===== src/core/sfdl_regs.vh =====
// Constants for the serial four-digit LED driver
`ifndef SFDL_REGS_VH
`define SFDL_REGS_VH
`define SFDL_WORD_BITS   20
`define SFDL_DP_MSB      19
`define SFDL_DP_LSB      16
`define SFDL_NIB_BITS    4
`define SFDL_DIGITS      4
`define SFDL_SEG_BITS    7
`define SFDL_CODES       16
`define SFDL_SCAN_BITS   2
`define SFDL_CASCADE_PAT 4'hf
`define SFDL_RST_WORD    20'h00000
`define SFDL_RST_SEG     7'h00
`define SFDL_RST_DIGIT   4'h0
`define SFDL_RST_SCAN    2'h0
`define SFDL_RST_CNT     16'h0000
`define SFDL_PIN_LO      1'h0
`define SFDL_PIN_HI      1'h1
`define SFDL_SYNC_LO     2'h0
`define SFDL_SYNC_HI     2'h3
`define SFDL_CNT_STEP    16'h0001
`define SFDL_SCAN_STEP   2'h1
`define SFDL_OSC_HALF    16'h09c4
// Segment patterns {g..a}; codes a to f show A, C, d, E, dash, blank
`define SFDL_SEG_0       7'h3f
`define SFDL_SEG_1       7'h06
`define SFDL_SEG_2       7'h5b
`define SFDL_SEG_3       7'h4f
`define SFDL_SEG_4       7'h66
`define SFDL_SEG_5       7'h6d
`define SFDL_SEG_6       7'h7d
`define SFDL_SEG_7       7'h07
`define SFDL_SEG_8       7'h7f
`define SFDL_SEG_9       7'h6f
`define SFDL_SEG_A       7'h77
`define SFDL_SEG_B       7'h39
`define SFDL_SEG_C       7'h5e
`define SFDL_SEG_D       7'h79
`define SFDL_SEG_E       7'h40
`define SFDL_SEG_F       7'h00
`endif

===== src/core/sfdl_driver.v =====
// Serial four-digit multiplexed seven-segment driver core
`timescale 1ns/100ps
`include "sfdl_regs.vh"
module sfdl_driver #(
  parameter         OSC_HALF  = `SFDL_OSC_HALF,
  // Patterns {g..a}, seven bits per code, code 0 in the top field
  parameter [111:0] SEG_TABLE = {
    `SFDL_SEG_0, `SFDL_SEG_1, `SFDL_SEG_2, `SFDL_SEG_3,
    `SFDL_SEG_4, `SFDL_SEG_5, `SFDL_SEG_6, `SFDL_SEG_7,
    `SFDL_SEG_8, `SFDL_SEG_9, `SFDL_SEG_A, `SFDL_SEG_B,
    `SFDL_SEG_C, `SFDL_SEG_D, `SFDL_SEG_E, `SFDL_SEG_F
  }
) (
  // Clock and reset
  input  wire       clk_in,
  input  wire       rst_b_in,
  // Serial port pins
  input  wire       sclk_in,
  input  wire       sdata_in,
  input  wire       load_b_in,
  // Scan clock source
  input  wire       ext_osc_sel_in,
  input  wire       ext_osc_in,
  // Display outputs
  output reg  [6:0] seg_out,
  output reg        dp_out,
  output reg  [3:0] digit_out
);

  // ==========================================================
  // Sizes taken from the shared constants
  localparam WORD_BITS = `SFDL_WORD_BITS;
  localparam NIB_BITS  = `SFDL_NIB_BITS;
  localparam DIGITS    = `SFDL_DIGITS;
  localparam SEG_BITS  = `SFDL_SEG_BITS;
  localparam CODES     = `SFDL_CODES;
  localparam SCAN_BITS = `SFDL_SCAN_BITS;
  localparam DP_MSB    = `SFDL_DP_MSB;
  localparam DP_LSB    = `SFDL_DP_LSB;
  // Widened once so that a part-select of it is legal
  localparam [31:0] OSC_HALF_W = OSC_HALF;

  // ==========================================================
  // Input synchronisers
  // Every pin passes two flops before any logic reads it. The extra
  // flop on edge-carrying pins only remembers the settled level. Reset
  // levels match the idle level of each pin, so no false edge follows.
  reg [1:0] sclk_sync_reg;
  reg [1:0] sdata_sync_reg;
  reg [1:0] load_sync_reg;
  reg [1:0] osc_sync_reg;
  reg [1:0] sel_sync_reg;
  reg       sclk_d_reg;
  reg       load_d_reg;
  reg       osc_d_reg;

  always @(posedge clk_in or negedge rst_b_in) begin
    if (!rst_b_in) begin
      sclk_sync_reg <= `SFDL_SYNC_LO;
      sclk_d_reg    <= `SFDL_PIN_LO;
    end else begin
      sclk_sync_reg <= {sclk_sync_reg[0], sclk_in};
      sclk_d_reg    <= sclk_sync_reg[1];
    end
  end

  always @(posedge clk_in or negedge rst_b_in) begin
    if (!rst_b_in) begin
      sdata_sync_reg <= `SFDL_SYNC_LO;
    end else begin
      sdata_sync_reg <= {sdata_sync_reg[0], sdata_in};
    end
  end

  // Gate idles high, so its chain resets high
  always @(posedge clk_in or negedge rst_b_in) begin
    if (!rst_b_in) begin
      load_sync_reg <= `SFDL_SYNC_HI;
      load_d_reg    <= `SFDL_PIN_HI;
    end else begin
      load_sync_reg <= {load_sync_reg[0], load_b_in};
      load_d_reg    <= load_sync_reg[1];
    end
  end

  always @(posedge clk_in or negedge rst_b_in) begin
    if (!rst_b_in) begin
      osc_sync_reg <= `SFDL_SYNC_LO;
      osc_d_reg    <= `SFDL_PIN_LO;
    end else begin
      osc_sync_reg <= {osc_sync_reg[0], ext_osc_in};
      osc_d_reg    <= osc_sync_reg[1];
    end
  end

  // Source select is a strap, but may be moved at any time
  always @(posedge clk_in or negedge rst_b_in) begin
    if (!rst_b_in) begin
      sel_sync_reg <= `SFDL_SYNC_LO;
    end else begin
      sel_sync_reg <= {sel_sync_reg[0], ext_osc_sel_in};
    end
  end

  wire sclk_fall = sclk_d_reg & ~sclk_sync_reg[1];
  wire load_rise = ~load_d_reg & load_sync_reg[1];
  wire gate_open = ~load_sync_reg[1];
  wire osc_rise  = osc_sync_reg[1] & ~osc_d_reg;
  wire ext_sel   = sel_sync_reg[1];

  // ==========================================================
  // Shift register and display latches
  reg [WORD_BITS-1:0] shift_reg;
  reg [WORD_BITS-1:0] latch_reg;

  // Earliest bit ends at the top, so the dp nibble lands high
  always @(posedge clk_in or negedge rst_b_in) begin
    if (!rst_b_in) begin
      shift_reg <= `SFDL_RST_WORD;
    end else if (gate_open && sclk_fall) begin
      shift_reg <= {shift_reg[WORD_BITS-2:0], sdata_sync_reg[1]};
    end
  end

  // A 16-bit load moves the old lowest nibble up into the dp bits above the new digits
  always @(posedge clk_in or negedge rst_b_in) begin
    if (!rst_b_in) begin
      latch_reg <= `SFDL_RST_WORD;
    end else if (load_rise) begin
      latch_reg <= shift_reg;
    end
  end

  // Bit that leaves the register next feeds a chained device
  wire serial_out = shift_reg[WORD_BITS-1];

  // ==========================================================
  // Scan oscillator and divide-by-four
  // The internal oscillator stands in for the capacitor-timed one;
  // its rate is a parameter, since no capacitor exists on chip.
  reg  [15:0]          osc_cnt_reg;
  reg                  int_osc_reg;
  reg  [SCAN_BITS-1:0] scan_reg;
  wire [15:0]          osc_last  = OSC_HALF_W[15:0] - `SFDL_CNT_STEP;
  wire                 int_tick  = (osc_cnt_reg == osc_last);
  wire                 int_rise  = int_tick & ~int_osc_reg;
  wire                 scan_tick = ext_sel ? osc_rise : int_rise;

  always @(posedge clk_in or negedge rst_b_in) begin
    if (!rst_b_in) begin
      osc_cnt_reg <= `SFDL_RST_CNT;
      int_osc_reg <= `SFDL_PIN_LO;
    end else if (int_tick) begin
      osc_cnt_reg <= `SFDL_RST_CNT;
      int_osc_reg <= ~int_osc_reg;
    end else begin
      osc_cnt_reg <= osc_cnt_reg + `SFDL_CNT_STEP;
    end
  end

  // One step per scan tick, so each digit owns a quarter
  always @(posedge clk_in or negedge rst_b_in) begin
    if (!rst_b_in) begin
      scan_reg <= `SFDL_RST_SCAN;
    end else if (scan_tick) begin
      scan_reg <= scan_reg + `SFDL_SCAN_STEP;
    end
  end

  wire [31:0] scan_wide = {{(32-SCAN_BITS){1'h0}}, scan_reg};

  // ==========================================================
  // Per-digit fields and strobes
  // Digit 0 was shifted in first, so its nibble sits highest.
  wire [DIGITS*NIB_BITS-1:0] dig_codes;
  wire [DIGITS-1:0]          dig_dps;
  wire [DIGITS-1:0]          strobe_next;

  genvar g;
  generate
    for (g = 0; g < DIGITS; g = g + 1) begin : g_digit
      assign dig_codes[g*NIB_BITS +: NIB_BITS] = latch_reg[DP_LSB-1-NIB_BITS*g -: NIB_BITS];
      assign dig_dps[g]     = latch_reg[DP_MSB-g];
      assign strobe_next[g] = (scan_wide == g);
    end
  endgenerate

  // ==========================================================
  // Digit select
  reg  [NIB_BITS-1:0] code_sel;
  reg                 dp_sel;
  wire                cascade = (latch_reg[DP_MSB:DP_LSB] == `SFDL_CASCADE_PAT);

  always @* begin
    code_sel = dig_codes[scan_wide*NIB_BITS +: NIB_BITS];
    dp_sel   = dig_dps[scan_wide];
  end

  // ==========================================================
  // Registered outputs
  // Strobe, segments and dp leave on the same edge, so a digit never
  // shows a neighbour's pattern.
  always @(posedge clk_in or negedge rst_b_in) begin
    if (!rst_b_in) begin
      digit_out <= `SFDL_RST_DIGIT;
      seg_out   <= `SFDL_RST_SEG;
      dp_out    <= `SFDL_PIN_LO;
    end else begin
      digit_out <= strobe_next;
      seg_out   <= SEG_TABLE[SEG_BITS*(CODES-1-code_sel) +: SEG_BITS];
      // Cascade mode hands serial output to the next device
      dp_out    <= cascade ? serial_out : dp_sel;
    end
  end

endmodule // sfdl_driver


===== config.mk =====
export PLATFORM = sky130hd
export DESIGN_NAME = sfdl_driver
export DESIGN_NICKNAME = d
export VERILOG_FILES = /design/src/core/sfdl_driver.v
export VERILOG_INCLUDE_DIRS = /design/src /design/src/core
export SDC_FILE = /design/constraint.sdc
export NUM_CORES = 1
export LEC_CHECK = 0
export BUFFER_PORTS_ARGS = -buffer_cell sky130_fd_sc_hd__buf_2
export CAP_MARGIN = 20
export CORE_ASPECT_RATIO = 1.25
export CORE_MARGIN = 2
export CORE_UTILIZATION = 55
export DETAILED_ROUTE_END_ITERATION = 7
export PLACE_DENSITY = 0.69
export SLEW_MARGIN = 20
export SYNTH_ARGS = -nofsm -noshare
export SYNTH_HDL_FRONTEND = slang
export SYNTH_SLANG_ARGS = --single-unit

===== constraint.sdc =====
create_clock -name clk_in -period 11.5 [get_ports clk_in]
set_input_delay 0.575 -clock clk_in [delete_from_list [all_inputs] [get_ports clk_in]]
set_output_delay 0.575 -clock clk_in [all_outputs]
set_load 0.01 [all_outputs]

=== Word level (Yosys, flattened, before mapping) ===
Index checks and enable logic that the tools add are counted.

* Register bits: 84
* Output and inout port bits: 12
* Word-level logic and storage cells: 44

* Equal/unequal tests: 5
* Order comparisons: 1
* Muxes and demuxes: 5
* $add $sub $neg: 3
* Bitwise logic cells: 9
* Shifts and indexed selects: 2
* Reductions and logical operators: 2
* $mul: 1

{| class="wikitable"
|+ Operator list
! kind !! count
|-
| variable part select 112 x 33 -> 7 bit, first input constant || 1
|-
| logical NOT 32 bit || 1
|-
| adder 16 x 1 -> 16 bit, second input constant || 1
|-
| equality test 16 x 12 -> 1 bit, second input constant || 1
|-
| two-way mux 16 bit || 1
|-
| variable part select 16 x 5 -> 4 bit || 1
|-
| multiplier 4 x 5 -> 9 bit, first input constant || 1
|-
| NOT 1 bit || 5
|-
| subtractor 4 x 4 -> 5 bit, first input constant || 1
|-
| AND 1 bit || 4
|-
| equality test 2 bit, second input constant || 2
|-
| equality test 4 bit, second input constant || 1
|-
| less-than comparator 2 x 3 -> 1 bit, second input constant || 1
|-
| two-way mux 1 bit || 3
|-
| adder 2 x 1 -> 2 bit, second input constant || 1
|-
| binary-select mux 1 bit (select 2 bit) || 1
|-
| equality test 2 x 1 -> 1 bit, second input constant || 1
|-
| logical AND 1 bit || 1
|}

=== Longest topological paths before layout ===
Gate-level depths: netlist of the first run.

* Depth after elaboration: 4
* Depth in mapped cells: 16
* Mapped depth without buffers: 12

=== Worst setup path before layout of the first run ===
OpenSTA, ideal clock, no wires.

* Path kind: reg-to-reg
* From: register scan_reg[0]
* To: register seg_out[1]
* Required time: 11.378 ns
* Arrival time: 3.836 ns
* Period minus slack after synthesis: 3.958 ns
* Library setup time: 0.122 ns
* Stages on the path, launching flop included: 14
* Setup slack: 7.542 ns
* Cell sequence: dfrtp_1 > buf_4 > mux4_2 > buf_4 > inv_1 > fa_1 > ha_1 > fa_1 > buf_2 > clkbuf_1 > clkbuf_1 > nor2_1 > a311o_1 > a32o_1

* Longest elaborated chain between the ends: 4

{| class="wikitable"
|+ Ends and longest elaborated chain
! what !! line !! source
|-
| start: declaration || sfdl_driver.v:143 || <nowiki>reg [SCAN_BITS-1:0] scan_reg;</nowiki>
|-
| start signal: assignment || sfdl_driver.v:164 || <nowiki>scan_reg <= `SFDL_RST_SCAN;</nowiki>
|-
| start signal: assignment || sfdl_driver.v:166 || <nowiki>scan_reg <= scan_reg + `SFDL_SCAN_STEP;</nowiki>
|-
| variable part select 16 x 5 -> 4 bit || sfdl_driver.v:195 || <nowiki>code_sel = dig_codes[scan_wide*NIB_BITS +: NIB_BITS];</nowiki>
|-
| subtractor 4 x 4 -> 5 bit || sfdl_driver.v:210 || <nowiki>seg_out <= SEG_TABLE[SEG_BITS*(CODES-1-code_sel) +: SEG_BITS];</nowiki>
|-
| multiplier 4 x 5 -> 9 bit || sfdl_driver.v:210 ||
|-
| variable part select 112 x 33 -> 7 bit || sfdl_driver.v:210 ||
|-
| end signal: assignment || sfdl_driver.v:206 || <nowiki>seg_out <= `SFDL_RST_SEG;</nowiki>
|-
| end signal: assignment || sfdl_driver.v:210 ||
|-
| end: declaration || sfdl_driver.v:25 || <nowiki>output reg [6:0] seg_out,</nowiki>
|}

No other way between the ends.
A chain may end at the register's enable or synchronous reset.

=== Final worst setup path of the first run ===
* From: register scan_reg[0]
* To: register seg_out[4]

Same word-level chain as after synthesis.

==> metrics list, run 1 <==
- Last weighted congestion value of the routability-driven placer: 0.957
- The most used flip-flop cell after synthesis is dfrtp_1.
- Number of synthesized register bits: 84
* Final slew viol count: 0
- Uppermost layer routed: met4
- The pre-antenna-repair detailed-routing pass consisted of 4 iterations.
- Layout overhead on the synthesized area: 8.14%
- Hold-fix buffer count after cts: 0
- Setup repair after global routing left no endpoint under its margin.
- Static timing analysis puts the maximum clock frequency at 0.217 GHz.
- The cell family contributing the most delay on the critical path is adder cells.
- The total overflow left after global routing is 0.
* WL/cell: 18.8 um
- Worst Path Arrival: 4880 ps
- Number of fill cells: 694
* Clock Root Buffer: clkbuf_8
* Row count: 37
- The core region is 8240 um^2.
- The via count of the first global-routing pass is 3544.
- Total DRC errors in the routed layout: 0
* Max FO, Critical Path: 46
* Violation count after the first detailed-route iteration: 164
- Crit path launch type: flop
* Number of standard cells after synthesis: 426
* Buffer count from post-CTS setup fixing: 0
* Post-synth cell types: 57
* Final Hold Vio Count: 0
* Wire length of the first global-routing pass: 17.2 mm
* Horizontal die dimension: 86.6 um
- The routed design uses 5.17 mm of met2 wire.
- Setup violations remaining at the end of the flow were counted as 0.
- CTS resizes: 0
* Number of warnings printed during yosys synthesis: 0
- The number of clock buffers added by TritonCTS is 9.
- The clock net in this run drives a total of 84 sinks.
- Max-capacitance violation count: 0
- Category of the worst setup path capture point: flop
- For this design the top-level I/O count stands at 19.
- Area enclosed by the die boundary: 9280 um^2
- The synthesized design contains 0 enable-type register cells.
- Total Routed Length: 10.0 mm
* Via count normalized by instance count: 6.35
* Cell with the biggest individual delay on the critical path: mux4_2
- At the end of the flow, the number of nets in the layout was 468.
- Summing all multi-input logic gate instances after layout gives 2410 um^2.
* Synth async-reset ratio: 100%
- For the final database, setup skew stands at 12.8 ps.
* Top cell type by total area after synthesis: dfrtp_1
- At the pin with the least slew margin, the transition time is 773 ps.
- The cell area that synthesis handed to floorplanning was 4690 um^2.
* Endpoint required time on the critical path: 11780 ps
* Worst Path Buf+Inv: 3
* Footprint of the flip-flops and latches: 2110 um^2
- Part of the cycle the worst path needs: 40.1%
* All-layer global routing usage: 24.0%
- Effective utilization at floorplan: 56.9%
- Pin count of the biggest net entering global routing: 81
* Number of antenna-violating nets in the routed design: 0
* Delay of the slowest cell on the worst path: 740 ps
- In the final timing run, aggregate negative setup slack is 0 ps.
- After clock tree synthesis, the clock-pin slew on the worst setup and hold paths is 80 ps.
* Crit Path Class: reg2reg
- Clock insertion delay at the later pin of the skew report: 350 ps
* Port Buffers: 18
* Half-perimeter wire length after detailed placement: 6.85 mm
- From bottom edge to top edge, the die measures 107 um.
- Number of nets in the synthesized netlist: 461
- Routed metal-1 wire length: 3.90 mm
- In the final layout, the share of cells above drive strength 1 is 22.2%.
- The initial antenna violation count was 0.
- The tightest min-delay check is of the in2async type.
- Synth area leaders: dfrtp_1 (43%), mux2_2 (10%), ha_1 (6.4%), xnor2_1 (2.4%), mux4_2 (2.4%)
- The H-tree was split into 3 levels.
* Result of the run: complete, no violations
- The synthesized design devotes to its leading area cell type 43.3% of total area.
* Metal3 WL: 527 um
- Worst-path cell chain: mux4_2, inv_1, fa_1, ha_1, fa_1, buf_4, inv_1, a21boi_0, a211oi_1, or3_1, a31oi_1
* Proportion of synthesized chip area in sequential cells: 44.9%
- Mean post-synth cell area: 11.0 um^2
- For this block, the via count after detailed routing is 3390.
* Clock buffer depth: 2
- The repair_antennas step left the layout with diodes totalling 0.
- CTS tree: yes
- After layout, the minimum clock period comes to 4610 ps.
- The worst pin sits at a relative slew slack of 48.5%.
==> per-stage QoR <==
| step | util [%] | hold slack, ps | instance area (um^2) | setup slack [ps] | instances |
|---|---|---|---|---|---|
| 2_1_floorplan | - | 279 | 4690 | 7540 | 426 |
| 5_1_grt | 61.5 | 1.41 | 5070 | 6530 | 534 |
| 4_1_cts | 61.2 | 0.239 | 5040 | 6890 | 533 |
| 3_5_place_dp | 58.7 | 336 | 4830 | 6910 | 518 |
| 3_3_place_gp | 58.7 | 332 | 4830 | 7020 | 518 |
| 6_report | 61.5 | 12.5 | 5070 | 6890 | 534 |
==> synth_stat cells (all sizes together) (2+ instances only) <==
library cell / number
dfrtp: 81
mux2: 43
nor2: 26
ha: 24
clkbuf: 22
nand2: 22
o21ai: 19
nand3: 15
a21oi: 14
xnor2: 14
inv: 13
nor3: 9
o211ai: 9
and3: 8
buf: 8
a31oi: 7
mux2i: 6
a211oi: 5
mux4: 5
nand2b: 5
nor2b: 5
xor2: 5
a22oi: 4
fa: 4
o311ai: 4
or3: 4
a221oi: 3
a2bb2oi: 3
and4: 3
dfstp: 3
nor4b: 3
a21boi: 2
a311oi: 2
a32oi: 2
and3b: 2
nor3b: 2
nor4: 2
o22ai: 2
o31a: 2
==> worst paths after layout <==
kind,slack (ps),startpoint,cells past startpoint,end
max,6890,scan_reg[0],11,seg_out[4]
min,10,rst_b_in,1,seg_out[0]
max reg2reg,6890,scan_reg[0],11,seg_out[4]
min reg2reg,350,sel_sync_reg[0],0,sel_sync_reg[1]
max in group asynchronous,10650,rst_b_in,3,load_sync_reg[1]
min in group clk_in,320,load_b_in,1,load_sync_reg[0]
==> cell usage in the layout, fill, tap and decap left out, types with 3 or more instances in the layout <==
cell / n
o211ai_1: 9
a211oi_1: 5
nor4b_1: 3
a221oi_1: 3
buf_2: 17
a21oi_1: 14
mux2_2: 43
clkbuf_8: 9
ha_1: 24
o311ai_0: 4
xnor2_1: 13
dfrtp_1: 81
a22oi_1: 4
a31oi_1: 7
xor2_1: 4
mux2i_1: 6
a2bb2oi_1: 3
and3_1: 8
nand3_1: 15
nand2_1: 22
nand2b_1: 5
nor2b_1: 5
or3_1: 4
and4_1: 3
fa_1: 4
nor2_1: 26
dfstp_2: 3
nor3_1: 9
mux4_2: 5
inv_1: 13
buf_4: 8
o21ai_0: 19
==> metal layers <==
metal	vias up	GRT usage (%)
li1	1552	-
met1	1665	28.7
met3	38	4.39
met2	135	39.5
met5	-	0
met4	0	15.2
==> cell families (layout without fill, tap and decap cells) <==
family	Yosys count	count (layout)	share of synthesized area, %
DFF	84	84	44.9
xor gates and xnor gates	19	19	3.95
AOI/OAI and AO/OA	88	88	13.1
and+or+nand+nor	110	110	12.1
muxes	54	54	14.0
adders and majority gates	28	28	8.12
buffers and inverters	43	54	3.82
==> worst register-to-register path, delay by kind of cell, from the launching register on <==
family	cells	cell delay (ps)
DFF	1	630
and+or+nand+nor	1	320
buffers and inverters	3	960
AOI/OAI and AO/OA	3	630
muxes	1	750
adders and majority gates	3	1250
==> cell type report <==
type,instances,share of cell area (%)
multi-input combinational,299,47.6
sequential,84,41.6
timing repair buffer,26,3.41
clock buffer,10,2.52
tap,97,2.40
clock inverter,5,1.53
inverter,13,0.963
Power of run 1 is left out: the tool's default activity adds up to more than one toggle a clock period on the data nets, which glitch-free logic cannot reach.
==> run 2: changes to the inputs <==
PLACE_DENSITY = 0.72   (was 0.69)
clock period = 3.8 ns   (was 11.5 ns; I/O delays follow)
==> metrics list, run 2 (synthesis results as in run 1) <==
- Total Routed Length: 10.6 mm
- Number of sinks driven by the clock tree: 84
* WL/cell: 18.8 um
* Half-perimeter wire length after detailed placement: 7.47 mm
- The worst register-to-register path ends at seg_out[4].
* Crit Path Class: reg2reg
- Violation count after the first detailed-route iteration: 210
- Area enclosed by the die boundary: 9280 um^2
- Timing analysis after detailed placement gives a worst setup slack of 84.6 ps.
- In the layout the commonest cells are dfrtp_1 (80), mux2_2 (43), buf_4 (28).
- Wire length of the first global-routing pass: 17.7 mm
- The critical path goes through mux4_2, inv_1, fa_1, ha_1, fa_2, buf_12, or2_2, a21oi_1, a211oi_1, or3_1, a31oi_1.
- Clock Root Buffer: clkbuf_8
* Detailed-routing iteration count for the pre-antenna-repair pass: 6
- The final hold violation count was 0.
- The final layout contains 495 nets.
- Number of global-route vias before repair: 3570
- IO Count: 19
- Final-report setup violation count: 0
* Max Freq: 0.276 GHz
- Counting the fill cells in the layout gives 637.
- Buffer count from post-CTS setup fixing: 0
- Max FO, Critical Path: 36
- Register clock-pin slew on the reported worst setup and hold paths: 90 ps
- Worst slew margin relative to its limit: 50.0%
- The later pin in the worst-skew pair is clocked with a latency of 350 ps.
- The number of antenna diodes in the final layout is 0.
- RSZ-0062 raised after global routing: false
- Part of the cycle the worst path needs: 95.4%
* Reg-to-reg slack, setup: 180 ps
- Counting the buffers created by CTS gives 9.
- Category of the worst setup path capture point: flop
* Endpoint required time on the critical path: 4070 ps
- Startpoint of the lowest-slack register-to-register path: scan_reg[0]
* Horizontal die dimension: 86.6 um
* Tmin final: 3620 ps
- Layout overhead on the synthesized area: 13.0%
* Hold path startpoint: sclk_sync_reg[0]
* Delay of the slowest cell on the worst path: 530 ps
* Number of antenna-violating nets in the routed design: 0
* All-layer global routing usage: 24.9%
- In the routed design, unresolved DRC markers number 0.
- Counting cells, the worst reg-to-reg path comes to 11.
- Number of cells on the worst hold path: 0
- Via count normalized by instance count: 6.22
- Final slew viol count: 0
- The library cell used most frequently in the layout, excluding fill and tap cells, is dfrtp_1.
- Summing over every cut layer, the via total after detailed routing is 3495.
- Grt total ovfl: 0
- Die Ht: 107 um
- The path class of the tightest hold or removal check is reg2reg.
* Transition at the pin with the smallest max-transition slack: 750 ps
- Row count: 37
- Clock buffer depth: 2
* Pin count of the biggest net entering global routing: 85
- Cell with the biggest individual delay on the critical path: mux4_2
- Number of antenna violations at the first check in global routing: 0
- The flow ran to the end, and the final reports show no timing, DRC or antenna violations.
- Last weighted congestion value of the routability-driven placer: 0.963
- Across all setup checks in the final design, the least slack found is 175 ps.
- The post-route netlist has 26.0% of its cells at a drive strength greater than 1.
* Final setup skew: 8.30 ps
- Effective utilization at floorplan: 56.9%
- Area of the core: 8240 um^2
* Max-capacitance violation count: 0
- Worst Path Arrival: 3900 ps
- Max H-tree Level: 3
- The worst hold path terminates at sclk_sync_reg[1].
* Crit path launch type: flop
* CTS tree: yes
- Port Buffers: 18
## run 2: cell types whose count changed in the layout (fill, tap and decap cells not counted), moves of 2 or more
cell / delta
dlygate4sd3_1: +6
clkinv_2: -2
clkbuf_8: +2
buf_4: +20
## run 2: metal layers
layer | routed length, um | part of all wire, % | GRT usage [%]
met1 | 3980 | 38 | 30.3
met2 | 5400 | 51 | 40.9
met3 | 621 | 5.9 | 5.00
met4 | 568 | 5.4 | 14.2
met5 | 0 | 0 | 0
## run 2: worst max-delay path: cells and delay by family, from the launching register on
kind                       cells  cell delay, ps
AOI/OAI and AO/OA              3             480
muxes                          1             530
adders and majority gates      3            1180
buffers and inverters          2             310
DFF                            1             430
and+or+nand+nor                2             610
## run 2: timing repair
item | in CTS | in global routing
hold endpoints to repair | 5 | 81
hold buffers | 5 | 1
endpoints found under the setup margin | 0 | 5
resized for setup | 0 | 4
## run 2: how the worst max path moves through the flow
stage / start / endpoint / slack, ps
after floorplan: scan_reg[0] / seg_out[4] / -5
after global placement: scan_reg[0] / seg_out[6] / 150
after detailed placement: scan_reg[0] / seg_out[4] / 80
after CTS: scan_reg[0] / seg_out[4] / 70
after global routing: scan_reg[0] / seg_out[0] / 20
final: scan_reg[0] / seg_out[4] / 180
## run 2: stage by stage
step                setup TNS (ps)  instance area, um^2  hold WS, ps  cells  utilization (%)
floorplan                    -4.89                 4700         -106    426                -
global placement                 0                 5010          296    540             60.8
detailed placement               0                 5010          297    540             60.8
CTS                              0                 5270         42.7    561             63.9
global route                     0                 5290          361    562             64.2
finish                           0                 5290          353    562             64.2
## run 2: cell type report
| type | instances | area, um^2 | share of cell area [%] |
|---|---|---|---|
| multi-input cells | 299 | 2420 | 45.8 |
| clock buffers | 13 | 159 | 3.00 |
| clock inverters | 3 | 46.3 | 0.875 |
| inverters | 13 | 48.8 | 0.922 |
| flip-flops and latches | 84 | 2110 | 39.8 |
| repair buffers | 53 | 387 | 7.30 |
| well taps | 97 | 121 | 2.29 |
Power of run 2 is left out for the same reason.
